## src/pmd_pkg.sv

```systemverilog
// Package for the port mode decode and data register block.
// Assumes one 50 MHz clock and a simple strobe register port.
`default_nettype none
package pmd_pkg;
    localparam int PMD_NUM_PORTS = 20;
    localparam int PMD_CFG_W = 16;
    localparam int PMD_DATA_W = 12;
    localparam int PMD_ADDR_W = 8;
    localparam int PMD_PIDX_W = 5;
    // Register index bases (one word per port)
    localparam logic [7:0] PMD_CFG_BASE = 8'h20;
    localparam logic [7:0] PMD_ADC_BASE = 8'h40;
    localparam logic [7:0] PMD_DAC_BASE = 8'h60;
    localparam logic [4:0] PMD_LAST_PORT = 5'h13;
    // Configuration word fields
    localparam int PMD_SEL_HI = 15;
    localparam int PMD_SEL_LO = 12;
    localparam int PMD_FLAG_BIT = 11;
    localparam int PMD_RANGE_HI = 10;
    localparam int PMD_RANGE_LO = 8;
    localparam int PMD_AVG_HI = 7;
    localparam int PMD_AVG_LO = 5;
    localparam int PMD_PART_HI = 4;
    localparam int PMD_PART_LO = 0;
    localparam logic [15:0] PMD_CFG_RESET = 16'h0000;
    localparam logic [11:0] PMD_DATA_RESET = 12'h000;
    localparam logic [11:0] PMD_ADC_NEG_VALUE = 12'h000;
    localparam logic [15:0] PMD_UNMAPPED_READ = 16'h0000;
    localparam logic [2:0] PMD_ZERO3 = 3'h0;
    localparam logic [4:0] PMD_ZERO5 = 5'h00;
    // Function selector codes
    localparam logic [3:0] PMD_F_HIZ = 4'h0;
    localparam logic [3:0] PMD_F_GPI = 4'h1;
    localparam logic [3:0] PMD_F_XLAT = 4'h2;
    localparam logic [3:0] PMD_F_GPO = 4'h3;
    localparam logic [3:0] PMD_F_PATH = 4'h4;
    localparam logic [3:0] PMD_F_DAC = 4'h5;
    localparam logic [3:0] PMD_F_DAC_MON = 4'h6;
    localparam logic [3:0] PMD_F_ADC_SE = 4'h7;
    localparam logic [3:0] PMD_F_ADC_POS = 4'h8;
    localparam logic [3:0] PMD_F_ADC_NEG = 4'h9;
    localparam logic [3:0] PMD_F_PSEUDO = 4'hA;
    localparam logic [3:0] PMD_F_SW_GPI = 4'hB;
    localparam logic [3:0] PMD_F_SW_REG = 4'hC;
    typedef enum logic [1:0] {
        PMD_CODE_NONE,
        PMD_CODE_STRAIGHT,
        PMD_CODE_TWOS
    } pmd_coding_e;
endpackage
`default_nettype wire

```

## src/pmd_port_regs.sv

```systemverilog
// Top of the port mode decode and data register block: 20 port slots,
// a strobe register port and per-port decoded controls toward the analog side.
// Assumes all inputs synchronous to core_clk_in and single-cycle strobes.
//
// Overview of operation
// - Bits 15:12 select function; codes 0-3 digital.
// - Code 4 path output, invert bit 11, partner.
// - Code 5 DAC output, range bits 10:8.
// - Code 6 DAC drive plus ADC monitor.
// - Code 7 single-ended ADC, averaging bits 7:5.
// - Code 8 differential positive input with partner.
// - Code 9 negative input, flag and range.
// - Result 12 bits, straight binary modes 6,7.
// - Positive differential input reads two's complement.
// - Negative inputs (9, 10) read zero.
// - Twenty read/write 12-bit output codes.
`default_nettype none
module pmd_port_regs
    import pmd_pkg::*;
(
    input wire logic core_clk_in,
    input wire logic resetn_in,
    input wire logic [pmd_pkg::PMD_ADDR_W-1:0] reg_addr_in,
    input wire logic [15:0] reg_wdata_in,
    input wire logic reg_wr_in,
    input wire logic reg_rd_in,
    output logic [15:0] reg_rdata_out,
    input wire logic [pmd_pkg::PMD_NUM_PORTS-1:0] conv_valid_in,
    input wire logic [pmd_pkg::PMD_NUM_PORTS*12-1:0] conv_data_in,
    output logic [pmd_pkg::PMD_NUM_PORTS*4-1:0] port_func_out,
    output logic [pmd_pkg::PMD_NUM_PORTS-1:0] port_invert_flag_out,
    output logic [pmd_pkg::PMD_NUM_PORTS*3-1:0] port_range_out,
    output logic [pmd_pkg::PMD_NUM_PORTS*3-1:0] port_averaging_count_out,
    output logic [pmd_pkg::PMD_NUM_PORTS*5-1:0] port_partner_port_index_out,
    output logic [pmd_pkg::PMD_NUM_PORTS-1:0] port_dac_drive_out,
    output logic [pmd_pkg::PMD_NUM_PORTS-1:0] port_adc_sample_out,
    output logic [pmd_pkg::PMD_NUM_PORTS*12-1:0] port_output_code_out
);
    import pmd_pkg::*;

    logic [7:0] off;
    logic [4:0] idx;
    logic idx_ok;
    logic [PMD_NUM_PORTS-1:0] cfg_we;
    logic [PMD_NUM_PORTS-1:0] dac_we;
    logic [15:0] cfg_w [PMD_NUM_PORTS];
    logic [11:0] dac_w [PMD_NUM_PORTS];
    logic [11:0] adc_w [PMD_NUM_PORTS];
    logic [3:0] func_w [PMD_NUM_PORTS];
    logic [PMD_NUM_PORTS-1:0] flag_w;
    logic [2:0] range_w [PMD_NUM_PORTS];
    logic [2:0] avg_w [PMD_NUM_PORTS];
    logic [4:0] part_w [PMD_NUM_PORTS];
    logic [PMD_NUM_PORTS-1:0] drive_w;
    logic [PMD_NUM_PORTS-1:0] samp_w;
    logic [15:0] rdata_d;
    logic [15:0] rdata_q;
    logic [PMD_NUM_PORTS*4-1:0] func_q;
    logic [PMD_NUM_PORTS-1:0] flag_q;
    logic [PMD_NUM_PORTS*3-1:0] range_q;
    logic [PMD_NUM_PORTS*3-1:0] avg_q;
    logic [PMD_NUM_PORTS*5-1:0] part_q;
    logic [PMD_NUM_PORTS-1:0] drive_q;
    logic [PMD_NUM_PORTS-1:0] samp_q;
    logic [PMD_NUM_PORTS*12-1:0] code_q;

    // Address decode: each bank is one window of twenty words
    always_comb begin
        off = 8'h00;
        if (reg_addr_in >= PMD_DAC_BASE) begin
            off = reg_addr_in - PMD_DAC_BASE;
        end else if (reg_addr_in >= PMD_ADC_BASE) begin
            off = reg_addr_in - PMD_ADC_BASE;
        end else if (reg_addr_in >= PMD_CFG_BASE) begin
            off = reg_addr_in - PMD_CFG_BASE;
        end
    end
    assign idx = off[PMD_PIDX_W-1:0];
    assign idx_ok = (off[7:PMD_PIDX_W] == 3'h0) && (idx <= PMD_LAST_PORT)
                    && (reg_addr_in >= PMD_CFG_BASE);

    genvar g;
    generate
        for (g = 0; g < PMD_NUM_PORTS; g++) begin : g_port
            assign cfg_we[g] = reg_wr_in && idx_ok && (idx == PMD_PIDX_W'(g))
                               && (reg_addr_in < PMD_ADC_BASE);
            // Result bank ignores writes
            assign dac_we[g] = reg_wr_in && idx_ok && (idx == PMD_PIDX_W'(g))
                               && (reg_addr_in >= PMD_DAC_BASE);
            pmd_port_slot u_slot (
                .core_clk_in(core_clk_in),
                .resetn_in(resetn_in),
                .cfg_we_in(cfg_we[g]),
                .dac_we_in(dac_we[g]),
                .wdata_in(reg_wdata_in),
                .conv_valid_in(conv_valid_in[g]),
                .conv_data_in(conv_data_in[g*12 +: 12]),
                .cfg_out(cfg_w[g]),
                .dac_out(dac_w[g]),
                .adc_out(adc_w[g]),
                .func_out(func_w[g]),
                .flag_out(flag_w[g]),
                .range_out(range_w[g]),
                .avg_out(avg_w[g]),
                .partner_out(part_w[g]),
                .dac_drive_out(drive_w[g]),
                .adc_sample_out(samp_w[g])
            );
        end
    endgenerate

    // Read mux; upper bits of the data banks read as zero
    always_comb begin
        rdata_d = PMD_UNMAPPED_READ;
        if (idx_ok) begin
            if (reg_addr_in >= PMD_DAC_BASE) begin
                rdata_d = {4'h0, dac_w[idx]};
            end else if (reg_addr_in >= PMD_ADC_BASE) begin
                rdata_d = {4'h0, adc_w[idx]};
            end else begin
                rdata_d = cfg_w[idx];
            end
        end
    end

    // Read data held for the cycle after the strobe only
    always_ff @(posedge core_clk_in or negedge resetn_in) begin
        if (!resetn_in) begin
            rdata_q <= PMD_UNMAPPED_READ;
        end else if (reg_rd_in) begin
            rdata_q <= rdata_d;
        end else begin
            rdata_q <= PMD_UNMAPPED_READ;
        end
    end

    // Registered copies of decoded controls so outputs come from flops;
    // costs one cycle of latency after a configuration write.
    always_ff @(posedge core_clk_in or negedge resetn_in) begin
        if (!resetn_in) begin
            func_q <= '0;
            flag_q <= '0;
            range_q <= '0;
            avg_q <= '0;
            part_q <= '0;
            drive_q <= '0;
            samp_q <= '0;
            code_q <= '0;
        end else begin
            for (int i = 0; i < PMD_NUM_PORTS; i++) begin
                func_q[i*4 +: 4] <= func_w[i];
                flag_q[i] <= flag_w[i];
                range_q[i*3 +: 3] <= range_w[i];
                avg_q[i*3 +: 3] <= avg_w[i];
                part_q[i*5 +: 5] <= part_w[i];
                drive_q[i] <= drive_w[i];
                samp_q[i] <= samp_w[i];
                code_q[i*12 +: 12] <= dac_w[i];
            end
        end
    end

    assign reg_rdata_out = rdata_q;
    assign port_func_out = func_q;
    assign port_invert_flag_out = flag_q;
    assign port_range_out = range_q;
    assign port_averaging_count_out = avg_q;
    assign port_partner_port_index_out = part_q;
    assign port_dac_drive_out = drive_q;
    assign port_adc_sample_out = samp_q;
    assign port_output_code_out = code_q;
endmodule
`default_nettype wire

```

## src/pmd_mode_decode.sv

```systemverilog
// Decodes one port configuration word into function and parameter fields.
// Assumes the word comes straight from the configuration register.
`default_nettype none
module pmd_mode_decode
    import pmd_pkg::*;
(
    input wire logic [15:0] cfg_in,
    output logic [3:0] func_out,
    output logic flag_out,
    output logic [2:0] range_out,
    output logic [2:0] avg_out,
    output logic [4:0] partner_out,
    output logic dac_drive_out,
    output logic adc_sample_out,
    output logic [1:0] coding_out
);
    logic [3:0] sel;
    assign sel = cfg_in[PMD_SEL_HI:PMD_SEL_LO];
    always_comb begin
        func_out = sel;
        flag_out = 1'b0;
        range_out = PMD_ZERO3;
        avg_out = PMD_ZERO3;
        partner_out = PMD_ZERO5;
        dac_drive_out = 1'b0;
        adc_sample_out = 1'b0;
        coding_out = PMD_CODE_NONE;
        // Unused parameter bits stay zero so nothing downstream sees them
        case (sel)
            PMD_F_HIZ, PMD_F_GPI, PMD_F_XLAT, PMD_F_GPO: begin
            end
            PMD_F_PATH: begin
                flag_out = cfg_in[PMD_FLAG_BIT];
                partner_out = cfg_in[PMD_PART_HI:PMD_PART_LO];
            end
            PMD_F_DAC: begin
                range_out = cfg_in[PMD_RANGE_HI:PMD_RANGE_LO];
                dac_drive_out = 1'b1;
            end
            PMD_F_DAC_MON: begin
                flag_out = cfg_in[PMD_FLAG_BIT];
                range_out = cfg_in[PMD_RANGE_HI:PMD_RANGE_LO];
                dac_drive_out = 1'b1;
                adc_sample_out = 1'b1;
                coding_out = PMD_CODE_STRAIGHT;
            end
            PMD_F_ADC_SE: begin
                flag_out = cfg_in[PMD_FLAG_BIT];
                range_out = cfg_in[PMD_RANGE_HI:PMD_RANGE_LO];
                avg_out = cfg_in[PMD_AVG_HI:PMD_AVG_LO];
                adc_sample_out = 1'b1;
                coding_out = PMD_CODE_STRAIGHT;
            end
            PMD_F_ADC_POS: begin
                flag_out = cfg_in[PMD_FLAG_BIT];
                range_out = cfg_in[PMD_RANGE_HI:PMD_RANGE_LO];
                avg_out = cfg_in[PMD_AVG_HI:PMD_AVG_LO];
                partner_out = cfg_in[PMD_PART_HI:PMD_PART_LO];
                adc_sample_out = 1'b1;
                coding_out = PMD_CODE_TWOS;
            end
            PMD_F_ADC_NEG: begin
                flag_out = cfg_in[PMD_FLAG_BIT];
                range_out = cfg_in[PMD_RANGE_HI:PMD_RANGE_LO];
            end
            PMD_F_PSEUDO: begin
                flag_out = cfg_in[PMD_FLAG_BIT];
                range_out = cfg_in[PMD_RANGE_HI:PMD_RANGE_LO];
                dac_drive_out = 1'b1;
            end
            PMD_F_SW_GPI: begin
                flag_out = cfg_in[PMD_FLAG_BIT];
                partner_out = cfg_in[PMD_PART_HI:PMD_PART_LO];
            end
            PMD_F_SW_REG: begin
            end
            default: begin
                func_out = PMD_F_HIZ;
            end
        endcase
    end
endmodule
`default_nettype wire

```

## src/pmd_port_slot.sv

```systemverilog
// One port's storage: configuration word, output code and conversion result.
// Assumes write enables are one-cycle strobes decoded by the top.
`default_nettype none
module pmd_port_slot
    import pmd_pkg::*;
(
    input wire logic core_clk_in,
    input wire logic resetn_in,
    input wire logic cfg_we_in,
    input wire logic dac_we_in,
    input wire logic [15:0] wdata_in,
    input wire logic conv_valid_in,
    input wire logic [11:0] conv_data_in,
    output logic [15:0] cfg_out,
    output logic [11:0] dac_out,
    output logic [11:0] adc_out,
    output logic [3:0] func_out,
    output logic flag_out,
    output logic [2:0] range_out,
    output logic [2:0] avg_out,
    output logic [4:0] partner_out,
    output logic dac_drive_out,
    output logic adc_sample_out
);
    logic [15:0] cfg_q;
    logic [11:0] dac_q;
    logic [11:0] adc_q;
    logic [1:0] coding;
    always_ff @(posedge core_clk_in or negedge resetn_in) begin
        if (!resetn_in) begin
            cfg_q <= PMD_CFG_RESET;
        end else if (cfg_we_in) begin
            cfg_q <= wdata_in;
        end
    end
    always_ff @(posedge core_clk_in or negedge resetn_in) begin
        if (!resetn_in) begin
            dac_q <= PMD_DATA_RESET;
        end else if (dac_we_in) begin
            dac_q <= wdata_in[PMD_DATA_W-1:0];
        end
    end
    pmd_mode_decode u_dec (
        .cfg_in(cfg_q),
        .func_out(func_out),
        .flag_out(flag_out),
        .range_out(range_out),
        .avg_out(avg_out),
        .partner_out(partner_out),
        .dac_drive_out(dac_drive_out),
        .adc_sample_out(adc_sample_out),
        .coding_out(coding)
    );
    // Result follows the converter only while the mode samples; coding is the
    // converter's job, this slot stores the word as delivered.
    always_ff @(posedge core_clk_in or negedge resetn_in) begin
        if (!resetn_in) begin
            adc_q <= PMD_DATA_RESET;
        end else if (coding == PMD_CODE_NONE) begin
            adc_q <= PMD_ADC_NEG_VALUE;
        end else if (conv_valid_in) begin
            adc_q <= conv_data_in;
        end
    end
    assign cfg_out = cfg_q;
    assign dac_out = dac_q;
    assign adc_out = adc_q;
endmodule
`default_nettype wire

```

## config.mk

```make
export PLATFORM = sky130hd
export DESIGN_NAME = pmd_port_regs
export DESIGN_NICKNAME = d
export VERILOG_FILES = /design/src/pmd_pkg.sv /design/src/pmd_port_regs.sv /design/src/pmd_mode_decode.sv /design/src/pmd_port_slot.sv
export SDC_FILE = /design/constraint.sdc
export NUM_CORES = 2
export LEC_CHECK = 0
export BUFFER_PORTS_ARGS = -buffer_cell sky130_fd_sc_hd__buf_2
export CORE_AREA = 2 2 353 355
export CTS_BUF_LIST = sky130_fd_sc_hd__clkbuf_8
export DETAILED_ROUTE_END_ITERATION = 8
export DIE_AREA = 0 0 355 357
export PLACE_DENSITY = 0.77
export SYNTH_ARGS = -nofsm -noshare
export SYNTH_HDL_FRONTEND = slang
export SYNTH_SLANG_ARGS = --single-unit
```

## constraint.sdc

```tcl
create_clock -name core_clk_in -period 3.7 [get_ports core_clk_in]
set_input_delay 0.925 -clock core_clk_in [delete_from_list [all_inputs] [get_ports core_clk_in]]
set_output_delay 0.925 -clock core_clk_in [all_outputs]
set_load 0.01 [all_outputs]
```

==> results.py <==
metrics = {
    "placement": {
        "place_ws_ns": -0.833,
        "place_area_um2": 66200,
        "place.detailed.hpwl_um": 169000,
        "placed_cells": 6979,
        "gp_congestion": 0.993,
        "numPortBuffers": 903,
    },
    "logic_synthesis": {
        "ys_seq_area_share_pct": 61.7,
        "synth-xor-area-share_pct": 0.183,
        "synthArstFlopShare_pct": 100,
        "yosys.area.top_type": "dfrtp_1",
        "synth_edf_count": 0,
        "synth_fa_ha_area_share_pct": 0.0871,
        "ys_warn_count": 0,
        "synth_area_per_cell_um2": 12.9,
        "synth_area_leaders": "dfrtp_1 (62%), mux2_2 (10%), mux2i_1 (4.8%)",
        "synth_most_common_cell": "dfrtp_1",
        "synthSimpleGateAreaFrac_pct": 9.96,
        "synth_compound_area_share_pct": 8.34,
        "synth.cell_area_um2": 57500,
        "synth_cell_types": 77,
        "synth_fp_nets": 4758,
        "ys_ff_latch": 1416,
        "synth_mux_area_share_pct": 16.9,
        "synth_top_family_by_area": "multiplexers",
        "syn_inst": 4466,
        "synth_top_area_share_pct": 61.7,
        "synthTopCellsByCount": "dfrtp_1 (1416), mux2_2 (510), nor2_1 (318)",
        "ys.flop_type": "dfrtp_1",
    },
    "worst_setup_path": {
        "crit_end": "reg_rdata_out[6]$_DFF_PN0_",
        "startpoint": "reg_addr_in[6]",
        "endpoint_kind": "flip-flop",
        "r2r_start": "g_port[13].u_slot.adc_out[6]$_DFFE_PN0P_",
        "rrSetupSlack_ns": 1.11,
        "worstPathArrival_ns": 4.57,
        "worstSetupStartpointType": "input pin",
        "ff2ff_path_depth": 6,
        "crit_path_max_fanout": 16,
        "timing.rr.end": "reg_rdata_out[6]$_DFF_PN0_",
        "crit_type": "in2reg",
        "cp_data_required_time_ns": 4.63,
    },
    "power": {
        "power_switching_share_pct": 26.0,
        "pwr-share-clk_pct": 42.8,
        "ir_drop_uv": 475,
        "p_comb_share_pct": 8.3,
        "power_switching_uw": 8490,
        "pwr-share-seq_pct": 48.9,
        "internal-power_uw": 24200,
        "total_power_uw": 32600,
        "power_density_nw_per_um2": 460,
        "p_leak_uw": 0.0376,
    },
    "sta": {
        "min_period_ns": 3.63,
        "timing.fmax_mhz": 275,
        "grt_setup_unrepaired": "false",
        "max_slew_margin_pct": 13.0,
        "finalHoldViolCount": 0,
        "worst_slew_pin_slew_ns": 1.31,
        "setup_viol_count_final": 0,
        "timing.final.crit_share_pct": 98.2,
        "worst_slack_ns": 0.0656,
        "drv_slew": 0,
        "fin_skew_ns": 0.0701,
    },
    "floorplan": {
        "start_util_pct": 46.7,
        "core_area_um2": 123000,
        "ios": 904,
        "die_height_um": 357,
        "fp.dieW_um": 355,
        "fp.dieArea_um2": 127000,
        "rows": 129,
    },
    "route": {
        "drt_iter0_markers": 5311,
        "routedWlPerCell_um": 31.3,
        "route.detailed.drc": 0,
        "viasPerCell": 6.01,
        "vias": 44400,
        "drt-total-wl_um": 231000,
        "dr.pass1.iters": 8,
        "ant_nets": 0,
    },
    "cts": {
        "clock_latency_ns": 1.00,
        "cts.sinks": 1416,
        "cts_root_buf": "clkbuf_8",
        "clk_pin_slew_ns": 0.06,
        "cts_buffer_depth": 3,
        "cts_max_level": 4,
        "cts_resized": 0,
        "numCtsBuffers": 221,
        "cts_tree": "yes",
    },
    "cells_and_area": {
        "drive_gt1_share_pct": 38.7,
        "instances_no_fill": 7388,
        "nNetsFinal": 5858,
        "finish.utilization_pct": 57.7,
        "syn_to_final_growth_pct": 23.5,
        "final_area_um2": 70900,
    },
    "global_route": {
        "first_global_vias": 44400,
        "grt_pass1_wl_um": 324000,
        "antenna_found_initial": 15,
        "grt_overflow": 0,
        "grt_max_degree": 133,
        "grtUsageTotal_pct": 36.1,
    },
    "job": {
        "cap_violations": 0,
    },
    "hold_path": {
        "worst_hold_path_type": "in2reg",
        "hold_path_depth": 3,
    },
    "outcome": {
        "status": "complete, no violations",
    },
}
==> repair_timing <==
item	4_1_cts	5_1_grt
buffers inserted	0	0
hold endpoints to repair	56	0
hold buffers	1	0
endpoints found under the setup margin	0	0
==> power groups by stage <==
| stage | Combinational (µW) | Sequential [µW] | Clock, µW |
|---|---|---|---|
| final | 2700 | 16000 | 14000 |
| after floorplan | 1030 | 16200 | 0 |
| after detailed placement | 2650 | 16200 | 0 |
| after CTS | 2660 | 16000 | 14100 |
| after global placement | 2620 | 16200 | 0 |
| after global routing | 2820 | 16000 | 14800 |
==> layer usage <==
metal / track usage, % / share of wire (%) / vias up
li1: - / - / 18100
met1: 45.7 / 37 / 22400
met2: 55.9 / 45 / 3093
met3: 9.04 / 10 / 787
met4: 22.4 / 7.4 / 8
met5: 0 / 0.019 / -
==> how the worst min path moves through the flow <==
stage | from | to
after floorplan | g_port[8].u_slot.dac_out[11]$_DFFE_PN0P_ | port_output_code_out[107]$_DFF_PN0_
after global placement | g_port[16].u_slot.dac_out[10]$_DFFE_PN0P_ | port_output_code_out[202]$_DFF_PN0_
after detailed placement | g_port[8].u_slot.dac_out[11]$_DFFE_PN0P_ | port_output_code_out[107]$_DFF_PN0_
after CTS | conv_data_in[45] | g_port[3].u_slot.adc_out[9]$_DFFE_PN0P_
after global routing | conv_data_in[112] | g_port[9].u_slot.adc_out[4]$_DFFE_PN0P_
final | conv_data_in[24] | g_port[2].u_slot.adc_out[0]$_DFFE_PN0P_
==> cell families (layout without fill, tap and decap cells) <==
| group | Yosys count | in the layout |
|---|---|---|
| compound gates | 708 | 708 |
| xor+xnor | 12 | 12 |
| fa+ha+maj | 4 | 4 |
| buf+inv | 395 | 1670 |
| flops | 1416 | 1416 |
| mux | 868 | 868 |
| other cells | 0 | 10 |
| simple gates | 1063 | 1063 |
==> placed cells by master (no fill, tap or decap), types with 61 or more instances in the layout <==
cell type | Yosys | layout
or3_1 | 61 | 61
inv_1 | 61 | 115
and2_1 | 181 | 180
a21oi_1 | 119 | 119
nor3_1 | 94 | 91
buf_4 | 2 | 229
mux2_2 | 510 | 510
nor2b_1 | 97 | 95
clkbuf_8 | 0 | 279
o22ai_1 | 149 | 149
buf_2 | 75 | 900
o21ai_0 | 119 | 119
mux2i_1 | 274 | 274
nor2_1 | 318 | 312
buf_12 | 0 | 80
dfrtp_1 | 1416 | 1416
==> worst max-delay path: stages <==
cell and delay [ns]:
buf_2 0.17, inv_1 0.12, ha_1 0.20, nor3b_4 0.48, buf_12 0.24, buf_4 0.22, nor3_1 0.07, nor4_1 0.49
o21ai_0 0.15, nor4b_1 1.03, buf_4 0.26, o2111a_1 0.20
==> sequential cells by signal, indices dropped and copies added, names as in the netlist <==
name                         flops
port_range_out                  60
port_invert_flag_out            20
port_output_code_out           240
port_averaging_count_out        60
port_partner_port_index_out    100
port_adc_sample_out             20
g_port.u_slot.dac_out          240
g_port.u_slot.cfg_out          320
reg_rdata_out                   16
port_func_out                   80
port_dac_drive_out              20
g_port.u_slot.adc_out          240
==> final cells by class <==
cell class / instances / area [µm²]
tap: 1637 / 2050
antenna: 10 / 25.0
inverter: 61 / 229
multi-input combinational: 2655 / 20600
sequential: 1416 / 35400
clock inverter: 119 / 885
fill: 9982 / 52000
timing repair buffer: 1211 / 7850
clock buffer: 279 / 3840
==> per-stage QoR <==
step                      hold slack (ns)  setup TNS, ns
final                               0.184              0
after global routing                0.173              0
after CTS                           0.115              0
after detailed placement            0.379         -23.69
after global placement              0.372          -9.40
after floorplan                     0.363              0
(Power assumes the default switching activity.)
